$ cat src/mccb_pkg.sv
// Purpose: shared constants for the multi-controller bus coordination block
// Assumes: 32-bit register words on an Avalon-MM slave, byte addressing
// Notes: strap pair {strapHigh, strapLow} selects controller number
package mccb_pkg;
  // controller numbers and register bases
  localparam logic [1:0] MCCB_ID_MAIN = 2'h0;
  localparam logic [35:0] MCCB_BASE_ID0 = 36'h01FA00000;
  localparam logic [35:0] MCCB_BASE_ID1 = 36'h01F800000;
  localparam logic [35:0] MCCB_BASE_ID2 = 36'h01F600000;
  localparam logic [35:0] MCCB_BASE_ID3 = 36'h01F400000;
  localparam logic [35:0] MCCB_BOOT_BASE = 36'h01FC00000;
  // decode windows compare address bits 35:21 (2MB)
  localparam int MCCB_DEC_LSB = 21;
  // topology field encodings
  localparam logic [1:0] MCCB_TOPO_SINGLE = 2'h0;
  localparam logic [1:0] MCCB_TOPO_MULTI_GOOD = 2'h1;
  localparam logic [1:0] MCCB_TOPO_MULTI_BAD = 2'h2;
  // register offsets (byte addresses)
  localparam logic [3:0] MCCB_REG_STATUS = 4'h0;
  localparam logic [3:0] MCCB_REG_TIMEOUT = 4'h4;
  localparam logic [3:0] MCCB_REG_CONFIG = 4'h8;
  localparam logic [3:0] MCCB_REG_FIFO = 4'hC;
  // status register fields
  localparam int MCCB_ST_TOPO_LSB = 0;
  localparam int MCCB_ST_ID_LSB = 4;
  localparam int MCCB_ST_INIT_BIT = 8;
  // reset values
  localparam logic [1:0] MCCB_TOPO_RST = 2'h0;
  localparam logic [15:0] MCCB_TIMEOUT_RST = 16'h0000;
  localparam logic [7:0] MCCB_CFG_RST = 8'h00;
  // configuration defaults when no serial memory is present
  localparam logic [7:0] MCCB_CFG_DEFAULT = 8'h00;
  localparam logic [7:0] MCCB_CFG_LEGAL_MASK = 8'h7F;
  localparam int MCCB_CFG_BITS = 8;
  // write fifo thresholds in items
  localparam logic [4:0] MCCB_WM_SINGLE = 5'h06;
  localparam logic [4:0] MCCB_WM_MULTI = 5'h05;
  localparam int MCCB_FIFO_DEPTH = 16;
  // init state machine
  typedef enum logic [3:0] {
    MCCB_INIT_IDLE = 4'b0001,
    MCCB_INIT_SHIFT = 4'b0010,
    MCCB_INIT_SEND = 4'b0100,
    MCCB_INIT_DONE = 4'b1000
  } mccb_init_t;
endpackage

$ cat src/mccb_coordinator.sv
// Purpose: lets several system controllers share one cpu bus
// Assumes: all inputs synchronous to mclk; one cpu read outstanding
// Notes: peer data paths are external; this block steers who answers
//
// Chosen here: register access over Avalon-MM and the register offsets.
module mccb_coordinator
  import mccb_pkg::*;
(
  input wire logic mclk,
  input wire logic rst,
  // straps, pulled low when unconnected
  input wire logic id_strap_low,
  input wire logic id_strap_high,
  // cpu request, one cycle per address item
  input wire logic cpuReqValid,
  input wire logic cpuReqWrite,
  input wire logic cpuReqBoot,
  input wire logic [35:0] cpuReqAddr,
  input wire logic cpuDataValid,
  // fifo drain from the local resources
  input wire logic fifoPop,
  // any claimed local target wants this read
  input wire logic localClaim,
  // shared valid strobe pin
  input wire logic shared_valid_strobe_n_in,
  output logic shared_valid_strobe_n_out,
  output logic shared_valid_strobe_n_oe,
  // write ready pin and local ready
  input wire logic write_ready_n_in,
  output logic write_ready_n_out,
  output logic write_ready_n_oe,
  output logic local_write_ready_n,
  // zero and boot answers, discard and flush markers
  output logic zeroAnswer,
  output logic zeroParityBad,
  output logic bootAnswer,
  output logic readDiscard,
  output logic writeFlush,
  // serial configuration memory
  input wire logic cfgPresent,
  input wire logic cfgSerialIn,
  output logic cfgClk,
  output logic [7:0] cpuInitData,
  output logic initDone,
  // avalon-mm slave
  input wire logic [3:0] avs_address,
  input wire logic avs_read,
  input wire logic avs_write,
  input wire logic [31:0] avs_writedata,
  output logic [31:0] avs_readdata,
  output logic avs_waitrequest
);
  logic [1:0] idFf;
  logic [1:0] topoFf;
  logic [15:0] toLoadFf;
  logic [15:0] toCntFf;
  logic readPendFf;
  logic [4:0] fifoCntFf;
  logic [7:0] cfgFf;
  logic [2:0] bitCntFf;
  mccb_init_t initFf;
  mccb_init_t nxt_init;
  logic ackFf;
  logic zeroFf, parFf, bootFf, discFf, flushFf, cfgClkFf, doneFf;
  logic validOutFf, validOeFf, wrOutFf, wrOeFf, localRdyFf;
  logic [31:0] rdataFf;

  // strap latch and address decode
  wire logic isMain = (idFf == MCCB_ID_MAIN);
  wire logic multi = (topoFf != MCCB_TOPO_SINGLE);
  wire logic [35:0] regBase = (idFf == 2'h0) ? MCCB_BASE_ID0 :
                              (idFf == 2'h1) ? MCCB_BASE_ID1 :
                              (idFf == 2'h2) ? MCCB_BASE_ID2 :
                              MCCB_BASE_ID3;
  wire logic regHit = cpuReqAddr[35:MCCB_DEC_LSB] ==
                      regBase[35:MCCB_DEC_LSB];
  wire logic bootHit = isMain && cpuReqBoot &&
                       cpuReqAddr[35:MCCB_DEC_LSB] ==
                       MCCB_BOOT_BASE[35:MCCB_DEC_LSB];
  wire logic claim = regHit || localClaim || bootHit;
  wire logic newRead = cpuReqValid && !cpuReqWrite;
  wire logic newWrite = cpuReqValid && cpuReqWrite;
  // response seen: a peer's on the shared strobe while we do not drive it, or our own zero or boot answer
  wire logic peerResp = multi && !shared_valid_strobe_n_in &&
                        !validOeFf;
  wire logic anyResp = peerResp || zeroFf || bootFf;
  wire logic toExpire = readPendFf && multi && (toCntFf == 16'h0001);
  wire logic zeroNow = isMain && readPendFf &&
                       (!multi || toExpire);
  // fifo depth tracking for the write-ready watermark
  wire logic push = newWrite && claim || cpuDataValid && claim;
  wire logic pop = fifoPop && (fifoCntFf != 5'h00);
  wire logic [4:0] wMark = multi ? MCCB_WM_MULTI : MCCB_WM_SINGLE;
  wire logic full = fifoCntFf >= wMark;
  // a write lands only at the edge where waitrequest is sampled low
  wire logic avWr = avs_write && ackFf;
  wire logic avRd = avs_read && !ackFf;

  // straps caught while reset is held, kept until next reset
  always_ff @(posedge mclk) begin
    if (rst) begin
      idFf <= {id_strap_high, id_strap_low};
    end
  end

  // software-visible topology and timeout load
  always_ff @(posedge mclk) begin
    if (rst) begin
      topoFf <= MCCB_TOPO_RST;
      toLoadFf <= MCCB_TIMEOUT_RST;
    end else if (avWr && avs_address == MCCB_REG_STATUS) begin
      topoFf <= avs_writedata[MCCB_ST_TOPO_LSB +: 2];
    end else if (avWr && avs_address == MCCB_REG_TIMEOUT) begin
      toLoadFf <= avs_writedata[15:0];
    end
  end

  // pending read and timeout counter
  always_ff @(posedge mclk) begin
    if (rst) begin
      readPendFf <= 1'b0;
      toCntFf <= 16'h0000;
    end else if (anyResp) begin
      readPendFf <= 1'b0;
      toCntFf <= toLoadFf;
    end else if (newRead && !claim) begin
      readPendFf <= 1'b1;
      toCntFf <= toLoadFf;
    end else if (readPendFf && toCntFf != 16'h0000) begin
      toCntFf <= toCntFf - 16'h0001;
    end
  end

  // answer strobes and flush markers
  always_ff @(posedge mclk) begin
    if (rst) begin
      zeroFf <= 1'b0;
      parFf <= 1'b0;
      bootFf <= 1'b0;
      discFf <= 1'b0;
      flushFf <= 1'b0;
    end else begin
      zeroFf <= zeroNow && !zeroFf;
      parFf <= (topoFf == MCCB_TOPO_MULTI_BAD);
      bootFf <= newRead && bootHit && doneFf;
      discFf <= anyResp;
      flushFf <= newWrite && !claim;
    end
  end

  // write fifo count, saturating at depth
  always_ff @(posedge mclk) begin
    if (rst) begin
      fifoCntFf <= 5'h00;
    end else if (push && !pop && fifoCntFf != 5'(MCCB_FIFO_DEPTH)) begin
      fifoCntFf <= fifoCntFf + 5'h01;
    end else if (pop && !push) begin
      fifoCntFf <= fifoCntFf - 5'h01;
    end
  end

  // pin drivers: valid strobe and write ready
  always_ff @(posedge mclk) begin
    if (rst) begin
      validOutFf <= 1'b1;
      validOeFf <= 1'b0;
      wrOutFf <= 1'b1;
      wrOeFf <= 1'b0;
      localRdyFf <= 1'b0;
    end else begin
      validOutFf <= !(zeroNow || bootHit && newRead);
      validOeFf <= !multi || zeroNow || claim && newRead;
      wrOutFf <= full;
      wrOeFf <= !multi;
      localRdyFf <= full && claim;
    end
  end

  // init sequence: clock serial memory or default, fix, send
  always_comb begin
    nxt_init = initFf;
    case (initFf)
      MCCB_INIT_IDLE: nxt_init = cfgPresent ? MCCB_INIT_SHIFT :
                                             MCCB_INIT_SEND;
      MCCB_INIT_SHIFT: if (bitCntFf == 3'h7 && cfgClkFf) begin
        nxt_init = MCCB_INIT_SEND;
      end
      MCCB_INIT_SEND: nxt_init = MCCB_INIT_DONE;
      MCCB_INIT_DONE: nxt_init = MCCB_INIT_DONE;
      default: nxt_init = MCCB_INIT_IDLE;
    endcase
  end

  // serial shift; only the main controller drives the clock, others stay in shift when serial memory is present
  always_ff @(posedge mclk) begin
    if (rst) begin
      initFf <= MCCB_INIT_IDLE;
      cfgFf <= MCCB_CFG_RST;
      bitCntFf <= 3'h0;
      cfgClkFf <= 1'b0;
      doneFf <= 1'b0;
    end else begin
      initFf <= nxt_init;
      cfgClkFf <= (initFf == MCCB_INIT_SHIFT) && !cfgClkFf && isMain;
      if (initFf == MCCB_INIT_IDLE && !cfgPresent) begin
        cfgFf <= MCCB_CFG_DEFAULT;
      end else if (initFf == MCCB_INIT_SHIFT && cfgClkFf) begin
        cfgFf <= {cfgFf[6:0], cfgSerialIn};
        bitCntFf <= bitCntFf + 3'h1;
      end else if (initFf == MCCB_INIT_SEND) begin
        cfgFf <= cfgFf & MCCB_CFG_LEGAL_MASK;
      end
      doneFf <= (initFf == MCCB_INIT_SEND) || doneFf;
    end
  end

  // avalon slave: one wait cycle, then ack
  always_ff @(posedge mclk) begin
    if (rst) begin
      ackFf <= 1'b0;
      rdataFf <= 32'h00000000;
    end else begin
      ackFf <= (avs_read || avs_write) && !ackFf;
      if (avRd) begin
        case (avs_address)
          MCCB_REG_STATUS: rdataFf <= {23'h000000, doneFf, 2'h0, idFf,
                                       2'h0, topoFf};
          MCCB_REG_TIMEOUT: rdataFf <= {16'h0000, toCntFf};
          MCCB_REG_CONFIG: rdataFf <= {24'h000000, cfgFf};
          MCCB_REG_FIFO: rdataFf <= {27'h0000000, fifoCntFf};
          default: rdataFf <= 32'h00000000;
        endcase
      end
    end
  end

  assign avs_waitrequest = !ackFf;
  assign avs_readdata = rdataFf;
  assign shared_valid_strobe_n_out = validOutFf;
  assign shared_valid_strobe_n_oe = validOeFf;
  assign write_ready_n_out = wrOutFf;
  assign write_ready_n_oe = wrOeFf;
  assign local_write_ready_n = localRdyFf;
  assign zeroAnswer = zeroFf;
  assign zeroParityBad = parFf;
  assign bootAnswer = bootFf;
  assign readDiscard = discFf;
  assign writeFlush = flushFf;
  assign cfgClk = cfgClkFf;
  assign cpuInitData = cfgFf;
  assign initDone = doneFf;
endmodule

$ cat config.mk
export PLATFORM = sky130hd
export DESIGN_NAME = mccb_coordinator
export DESIGN_NICKNAME = d
export VERILOG_FILES = /design/src/mccb_pkg.sv /design/src/mccb_coordinator.sv
export SDC_FILE = /design/constraint.sdc
export NUM_CORES = 1
export LEC_CHECK = 0
export ABC_AREA = 1
export BUFFER_PORTS_ARGS = -buffer_cell sky130_fd_sc_hd__buf_2
export CAP_MARGIN = 5
export CORE_MARGIN = 4
export CORE_UTILIZATION = 40
export CTS_CLUSTER_SIZE = 10
export DETAILED_ROUTE_END_ITERATION = 16
export PLACE_DENSITY = 0.66
export RECOVER_POWER = 100
export SLEW_MARGIN = 5
export SYNTH_ARGS = -nofsm -noshare
export SYNTH_HDL_FRONTEND = slang
export SYNTH_SLANG_ARGS = --single-unit
export TNS_END_PERCENT = 30
$ cat constraint.sdc
create_clock -name mclk -period 2.75 [get_ports mclk]
set_input_delay 0.275 -clock mclk [delete_from_list [all_inputs] [get_ports mclk]]
set_output_delay 0.275 -clock mclk [all_outputs]
set_load 0.01 [all_outputs]
==> flow_summary_export.csv, run 1 <==
group,metric,value,unit
setup_path,r2r_slack,0.29,ns
floorplan,dieArea,12500,um^2
setup_path,slowest_delay,0.50,ns
cts,cts_root_buf,"clkbuf_8",
routing,ant_nets,0,
logic_synthesis,yosysWarnings,0,
setup_path,r2r_cells,16,
timing,finalHoldViolCount,0,
cts,cts_tree,"done",
placement,port_buffers,86,
routing,vias,4043,
timing,slew_headroom,-0.215,
timing,fmax,406,MHz
power,p_leak,2.11,nW
cts,ctsHoldBuffers,0,
logic_synthesis,synth_ff_type,"dfxtp_1",
routing,drtPass1Iterations,5,
cts,htree_num_levels,3,
floorplan,fp-row-count,37,
timing,drv_slew,39,
logic_synthesis,synthArstFlopShare,0,
cells_and_area,syn_to_final_growth,14.0,%
placement,hpwl,8060,um
timing,setup_viol,0,
run_status,status,"complete, but fails checks",
routing,via_per_inst,4.95,
timing,whs,0.0991,ns
run_status,violations,"capacitance limit, slew limit",
timing,tightestPinTransition,1.82,ns
global_route,track_usage,0.167,
cts,clock_latency,0.36,ns
timing,fin_crit,2.46,ns
global_route,first_global_vias,3639,
logic_synthesis,synth-edff-count,2,
timing,fin_worst_skew,0.0101,ns
cells_and_area,most-common-layout-cells,"nand2_1, dfxtp_1, inv_1, nand3_1, a21oi_1",
cells_and_area,drive_above_1_share,0.122,
worst_hold_path,min_to,"idFf[1]",
routing,wl_per_cell,13.1,um
global_route,grt_max_degree,39,
setup_path,cpMostUsedCell,"inv_1",
setup_path,worst_setup_path_end_kind,"flip-flop",
worst_hold_path,hold_depth,1,
cts,cts_resized,0,
logic_synthesis,synth.distinct_cells,39,
worst_hold_path,min_from,"id_strap_high",
setup_path,crit_chain,"nor2_4, nand2_2, nor2_4, nand3_2, nand3_2, nand3_4, ha_1, inv_1, o21bai_1, a31oi_1, inv_1, nand2_1, nand3_1, nand2_1, inv_1, nor2_1",
setup_path,critPathLaunchType,"flip-flop",
power,powerDensity,645,nW/um^2
routing,drcViolationCount,0,
setup_path,crit_arrival,2.75,ns
floorplan,ios,141,
placement,gp_congestion,0.844,
logic_synthesis,synth-seq-cells,86,
cells_and_area,fin_nets,773,
logic_synthesis,syn-instance-count,594,
global_route,grt_pass1_wl,17300,um
logic_synthesis,synth_area,4290,um^2
floorplan,coreArea,10400,um^2
setup_path,reg2reg_to,"fifoCntFf[4]",
setup_path,critical_path_class,"reg -> reg",
setup_path,cp.required,3.04,ns
floorplan,start_util,0.414,
global_route,antenna_found_initial,0,
logic_synthesis,seq_area_frac_synth,0.406,
run,maxCapViolations,1,
timing,setup_tns,0,ns
cells_and_area,diodes,0,
cts,cts_buffers,9,
cts,cts_setup_buffers,0,
global_route,gr-total-overflow,0,
setup_path,slowest_stage,"edfxtp_1",
routing,wl,10700,um
timing,min_period_over_period,0.895,
floorplan,die_h,112,um
routing,drtIter0Drc,301,
worst_hold_path,min_path_type,"in -> reg",
cts,clock-sinks,86,
setup_path,timing.critical_path.fanout_max,7,
timing,rsz0062_at_grt,"false",
cts,cts.clk_slew.worst_paths,0.09,ns
power,worst_ir_drop_vdd,0.244,mV
floorplan,fp.dieW,112,um
cells_and_area,layout_commonest_cell,"nand2_1",
setup_path,rr_startpoint,"idFf[0]",
cts,clockBufferDepth,2,
logic_synthesis,syn_avg_cell_area,7.23,um^2
==> flip-flops by register name, summed over array words and instances (netlist names), 2 cells and up <==
name and cells:
avs_readdata 16, bitCntFf 3, cpuInitData 8, fifoCntFf 5, idFf 2, initFf 4, toCntFf 16, toLoadFf 16
topoFf 2
==> synth_stat cells, types with 6 or more instances <==
cell type | number | area share
nand2_1 | 108 | 0.094
dfxtp_1 | 84 | 0.39
inv_1 | 73 | 0.064
nand3_1 | 63 | 0.073
a21oi_1 | 56 | 0.065
nor2_1 | 50 | 0.044
o21ai_0 | 37 | 0.043
buf_4 | 19 | 0.033
nor3_1 | 12 | 0.014
xor2_1 | 12 | 0.024
o22ai_1 | 10 | 0.015
ha_1 | 9 | 0.026
buf_2 | 7 | 0.0082
clkbuf_1 | 7 | 0.0061
nand3_2 | 7 | 0.016
nand4_1 | 6 | 0.0087
==> through the flow <==
stage	util	std cells	total power [mW]	worst slack (ns)	area [um^2]
3_5_place_dp	0.459	800	2.28	0.222	4760
6_report	0.472	816	3.16	0.288	4890
5_1_grt	0.472	816	3.35	0.0397	4890
4_1_cts	0.478	816	3.18	0.198	4960
3_3_place_gp	0.459	800	2.24	0.293	4760
2_1_floorplan	-	609	2.08	0.592	4350
==> logic make-up after synthesis <==
group	after synthesis	share of synthesized area
other cells	1	0.000874
flops	86	0.406
fa+ha+maj	10	0.0309
buf+inv	114	0.124
compound gates	110	0.136
simple gates	259	0.275
xor+xnor	14	0.0286
==> cell type report <==
type | instances | area (um^2)
fill | 1091 | 5480
multi-input combinational | 409 | 2080
sequential | 86 | 1740
timing repair buffer | 93 | 417
inverter | 76 | 285
tap | 136 | 170
clock buffer | 11 | 141
clock inverter | 5 | 57.6
==> routing by layer <==
| layer | track usage | part of all wire | vias up |
|---|---|---|---|
| met2 | 0.259 | 0.44 | 124 |
| met3 | 0.0283 | 0.058 | 13 |
| met5 | 0 | 0 | - |
| li1 | - | - | 2072 |
| met4 | 0.0641 | 0.017 | 0 |
| met1 | 0.233 | 0.49 | 1834 |
==> worst max-delay path, delay by kind of cell (launching register included) <==
kind / cells / cell delay (ns)
compound gates: 2 / 0.30
flops: 1 / 0.50
simple gates: 10 / 1.07
fa+ha+maj: 1 / 0.31
buf+inv: 3 / 0.20
==> how the worst max path moves through the flow <==
stage | cells after the start | to | from | slack, ns
global placement | 15 | fifoCntFf[4] | idFf[0] | 0.29
floorplan | 15 | fifoCntFf[4] | idFf[0] | 0.59
CTS | 16 | fifoCntFf[4] | idFf[0] | 0.20
finish | 16 | fifoCntFf[4] | idFf[0] | 0.29
detailed placement | 15 | fifoCntFf[4] | idFf[0] | 0.22
global route | 16 | fifoCntFf[4] | fifoCntFf[0] | 0.04
==> power breakdown <==
| part | switching [mW] | internal, mW |
|---|---|---|
| clock network | 0.453 | 0.446 |
| registers | 0.0899 | 1.34 |
| logic | 0.524 | 0.303 |
| total | 1.07 | 2.09 |
No activity file was read; power rests on OpenSTA's default activity.
==> run 2, diff against run 1 <==
- CTS_BUF_LIST: default -> sky130_fd_sc_hd__clkbuf_16
==> flow_summary_export.csv, run 2 (synthesis results as in run 1) <==
group,metric,value,unit
setup_path,critical_path.top_delay_family,"simple AND/OR/NAND/NOR gates",
setup_path,crit_arrival,2.69,ns
timing,fmax,408,MHz
worst_hold_path,min_from,"id_strap_low",
floorplan,start_util,0.414,
timing,fin_worst_skew,0.00682,ns
routing,wl,10800,um
power,power,3.45,mW
timing,slew_headroom,-0.225,
floorplan,fp-row-count,37,
setup_path,cp.required,2.99,ns
timing,fin_crit,2.45,ns
cts,cts_root_buf,"clkbuf_16",
setup_path,critPathLaunchType,"flip-flop",
worst_hold_path,min_to,"idFf[0]",
cells_and_area,n_fill_cell,1084,
timing,finalHoldViolCount,0,
run_status,violations,"capacitance limit, slew limit",
cells_and_area,layout_commonest_cell,"nand2_1",
global_route,track_usage,0.169,
timing,rsz0062_at_grt,"false",
timing,min_period_over_period,0.891,
cts,ctsHoldBuffers,0,
run_status,status,"complete, but fails checks",
global_route,antenna_found_initial,0,
cts,clockBufferDepth,2,
timing,tightestPinTransition,1.84,ns
global_route,grt_pass1_wl,17400,um
floorplan,die_h,112,um
setup_path,slowest_delay,0.50,ns
floorplan,ios,141,
cells_and_area,drive_above_1_share,0.121,
cts,cts.clk_slew.worst_paths,0.06,ns
setup_path,worst_setup_path_end_kind,"flip-flop",
placement,gp_congestion,0.844,
placement,dp.cells,800,
setup_path,slowest_stage,"edfxtp_1",
routing,drtPass1Iterations,5,
setup_path,crit_chain,"nor2_4, nand2_2, nor2_4, nand3_2, nand3_2, nand3_4, ha_1, inv_1, o21bai_1, a31oi_1, nand4_1, nand3_1, nand2_1, inv_1, nor2_1",
cts,clock_latency,0.34,ns
timing,setup_tns,0,ns
setup_path,r2r_slack,0.30,ns
cells_and_area,multi_input_area,2080,um^2
setup_path,r2r_cells,15,
power,powerDensity,693,nW/um^2
cells_and_area,diodes,0,
placement,port_buffers,86,
floorplan,fp.dieW,112,um
setup_path,startpoint,"idFf[0]",
power,worst_ir_drop_vdd,0.271,mV
routing,ant_nets,0,
routing,drcViolationCount,0,
setup_path,reg2reg_to,"fifoCntFf[4]",
setup_path,timing.critical_path.fanout_max,7,
cts,clock-sinks,86,
timing,drv_slew,39,
floorplan,coreArea,10400,um^2
floorplan,dieArea,12500,um^2
routing,wl_per_cell,13.2,um
cells_and_area,fin_cells,816,
global_route,grt_max_degree,39,
power,p_leak,2.15,nW
placement,hpwl,8060,um
worst_hold_path,min_path_type,"in -> reg",
setup_path,path_buf_inv,2,
cells_and_area,most-common-layout-cells,"nand2_1, dfxtp_1, inv_1, nand3_1, a21oi_1",
routing,drtIter0Drc,321,
cells_and_area,fin_nets,773,
run,maxCapViolations,1,
setup_path,critical_path_class,"reg -> reg",
routing,vias,4069,
cts,cts_tree,"done",
cells_and_area,syn_to_final_growth,16.1,%
worst_hold_path,hold_depth,1,
timing,setup_viol,0,
cts,htree_num_levels,3,
cells_and_area,seq_area,1740,um^2
global_route,gr-total-overflow,0,
global_route,first_global_vias,3633,
routing,via_per_inst,4.99,
setup_path,rr_startpoint,"idFf[0]",
cts,cts_buffers,9,
-- run 2: cell count changes in the layout (fill, tap and decap cells not counted), sizes merged --
cell and change:
clkbuf -2, inv +1, clkinv +1
-- run 2: final cells by class --
type / instances / share of cell area
multi-input combinational: 409 / 0.417
sequential: 86 / 0.349
clock inverter: 7 / 0.0131
inverter: 76 / 0.0572
clock buffer: 9 / 0.0452
tap: 136 / 0.0341
timing repair buffer: 93 / 0.0836
-- run 2: layer usage --
layer	wire [um]	GRT usage
met3	637	0.0299
met4	194	0.0714
met5	0	0
met1	5200	0.236
met2	4760	0.258
-- run 2: worst max path at each step --
| stage | depth (start not counted) | to | slack (ns) |
|---|---|---|---|
| after floorplan | 15 | fifoCntFf[4] | 0.59 |
| after global placement | 15 | fifoCntFf[4] | 0.29 |
| after detailed placement | 15 | fifoCntFf[4] | 0.22 |
| after CTS | 16 | fifoCntFf[4] | 0.21 |
| after global routing | 16 | fifoCntFf[4] | 0.05 |
| final | 15 | fifoCntFf[4] | 0.30 |
-- run 2: timing repair --
item                                    in CTS  in global routing
hold endpoints to repair                     0                  0
buffers inserted                             0                  0
gates resized for setup                      0                  2
endpoints found under the setup margin       0                  1
-- run 2: power breakdown --
part / switching (mW) / internal [mW] / leakage, nW
Clock: 0.496 / 0.697 / 0.145
Combinational: 0.524 / 0.303 / 1.31
Sequential: 0.0901 / 1.34 / 0.702
Total: 1.11 / 2.34 / 2.15
-- run 2: metrics by stage --
step / worst slack, ns / hold WS (ns) / util / cell area [um^2]
finish: 0.300 / 0.117 / 0.481 / 4980
global route: 0.0479 / 0.112 / 0.481 / 4980
global placement: 0.293 / 0.432 / 0.459 / 4760
detailed placement: 0.222 / 0.442 / 0.459 / 4760
floorplan: 0.592 / 0.374 / - / 4350
CTS: 0.205 / 0.106 / 0.487 / 5050
==> run 3, diff against run 2 <==
--- a/config.mk
+++ b/config.mk
@@ -7,12 +7,11 @@
 export LEC_CHECK = 0
 export ABC_AREA = 1
-export BUFFER_PORTS_ARGS = -buffer_cell sky130_fd_sc_hd__buf_2
 export CAP_MARGIN = 5
 export CORE_MARGIN = 4
-export CORE_UTILIZATION = 40
+export CORE_UTILIZATION = 45
 export CTS_BUF_LIST = sky130_fd_sc_hd__clkbuf_16
 export CTS_CLUSTER_SIZE = 10
 export DETAILED_ROUTE_END_ITERATION = 16
-export PLACE_DENSITY = 0.66
+export DONT_BUFFER_PORTS = 1
 export RECOVER_POWER = 100
 export SLEW_MARGIN = 5
==> constraint.sdc (replaced) <==
create_clock -name mclk -period 2.75 [get_ports mclk]
set_input_delay 0.275 -clock mclk [delete_from_list [all_inputs] [get_ports mclk]]
set_output_delay 0.275 -clock mclk [all_outputs]
set_load 0.005 [all_outputs]
==> flow_summary_export.csv, run 3 (synthesis results as in run 1) <==
group,metric,value,unit
cells_and_area,diodes,0,
cts,clockBufferDepth,2,
cells_and_area,fin_util,0.495,
timing,setup_tns,0,ns
cts,cts.clk_slew.worst_paths,0.07,ns
placement,port_buffers,0,
power,sequentialPowerShare,0.426,
cells_and_area,layout_commonest_cell,"nand2_1",
setup_path,slowest_stage,"edfxtp_1",
floorplan,die_h,106,um
timing,rsz0062_at_grt,"false",
power,p_sw,1.12,mW
setup_path,cp.required,2.99,ns
power,swShare,0.334,
floorplan,fp.dieW,106,um
setup_path,cpMostUsedCell,"nand3_2",
routing,drcViolationCount,0,
run_status,status,"complete, no violations",
cells_and_area,design_area,4600,um^2
power,power,3.36,mW
placement,hpwl,7830,um
routing,drtPass1Iterations,4,
power,clkPwrFrac,0.347,
setup_path,crit_chain,"nor2_2, nand2_2, nor2_4, nand3_2, nand3_2, nand3_2, ha_1, inv_1, o21bai_1, a31oi_1, nand4_1, nand3_1, nand2_1, inv_1, nor2_1",
global_route,gr-total-overflow,0,
timing,fin_crit,2.51,ns
global_route,grt_pass1_wl,17700,um
worst_hold_path,min_path_type,"in -> reg",
cells_and_area,syn_to_final_growth,7.11,%
cells_and_area,fin_nets,689,
setup_path,critPathLaunchType,"flip-flop",
timing,fin_worst_skew,0.00925,ns
setup_path,path_buf_inv,2,
routing,wl_per_cell,15.1,um
setup_path,worst_setup_path_end_kind,"flip-flop",
power,comb_power_share,0.227,
floorplan,start_util,0.462,
timing,setup_viol,0,
cts,cts_resized,0,
cts,cts_tree,"done",
cts,clock_latency,0.34,ns
cells_and_area,fin_cells,725,
setup_path,slowest_delay,0.48,ns
floorplan,dieArea,11200,um^2
placement,dp.cells,706,
power,worst_ir_drop_vdd,0.337,mV
cts,htree_num_levels,3,
floorplan,fp-row-count,35,
run,maxCapViolations,0,
routing,wl,10900,um
timing,fmax,398,MHz
cts,clock-sinks,86,
global_route,track_usage,0.197,
power,p_int,2.24,mW
timing,finalHoldViolCount,0,
setup_path,critical_path.top_delay_family,"simple AND/OR/NAND/NOR gates",
global_route,grt_max_degree,30,
timing,slew_headroom,0.369,
routing,ant_nets,0,
placement,gp_congestion,0.845,
cts,cts_root_buf,"clkbuf_16",
setup_path,timing.critical_path.fanout_max,7,
placement,place_area,4310,um^2
power,p_leak,1.93,nW
setup_path,crit_arrival,2.75,ns
floorplan,coreArea,9280,um^2
routing,drtIter0Drc,167,
global_route,antenna_found_initial,0,
setup_path,critical_path_class,"reg -> reg",
global_route,first_global_vias,3597,
timing,tightestPinTransition,0.944,ns
routing,vias,3746,
cells_and_area,drive_above_1_share,0.0604,
power,powerDensity,731,nW/um^2
cts,cts_buffers,9,
timing,drv_slew,0,
routing,via_per_inst,5.17,
timing,min_period_over_period,0.914,
floorplan,ios,141,
cells_and_area,most-common-layout-cells,"nand2_1, dfxtp_1, inv_1, nand3_1, a21oi_1",
## run 3: routing by layer
layer	vias up	GRT usage	share of wire
met3	8	0.0655	0.087
met4	0	0.0426	0.011
met5	-	0	0
met2	124	0.321	0.45
li1	1907	-	-
met1	1707	0.254	0.45
## run 3: worst paths after layout
| check | cells after the start | startpoint | endpoint | slack [ns] |
|---|---|---|---|---|
| max | 15 | idFf[0] | fifoCntFf[4] | 0.24 |
| min | 1 | rst | writeFlush | 0.01 |
| max reg2reg | 15 | idFf[0] | fifoCntFf[4] | 0.24 |
| min reg2reg | 1 | ackFf | ackFf | 0.45 |
## run 3: area by class of cell
type | count | area, um^2
Multi-Input combinational cell | 409 | 2060
Clock buffer | 9 | 225
Clock inverter | 7 | 55.1
Sequential cell | 86 | 1740
Timing Repair Buffer | 9 | 67.6
Inverter | 76 | 287
Tap cell | 129 | 161
Fill cell | 978 | 4690
## run 3: power by group through the flow
stage / Sequential, mW / Combinational [mW] / Clock [mW]
global placement: 1.46 / 0.715 / 0
global route: 1.45 / 0.868 / 1.24
finish: 1.43 / 0.763 / 1.16
detailed placement: 1.46 / 0.745 / 0
CTS: 1.43 / 0.764 / 1.19
floorplan: 1.43 / 0.635 / 0
## run 3: what timing repair did
item,CTS,global route
endpoints found under the hold margin,18,0
hold buffers,3,0
buffers inserted,0,0
## run 3: metrics by stage
stage,setup slack [ns],hold slack (ns)
global route,0.00445,0.00278
global placement,0.342,0.355
CTS,0.230,0.00127
detailed placement,0.250,0.355
floorplan,0.592,0.374
finish,0.237,0.0143
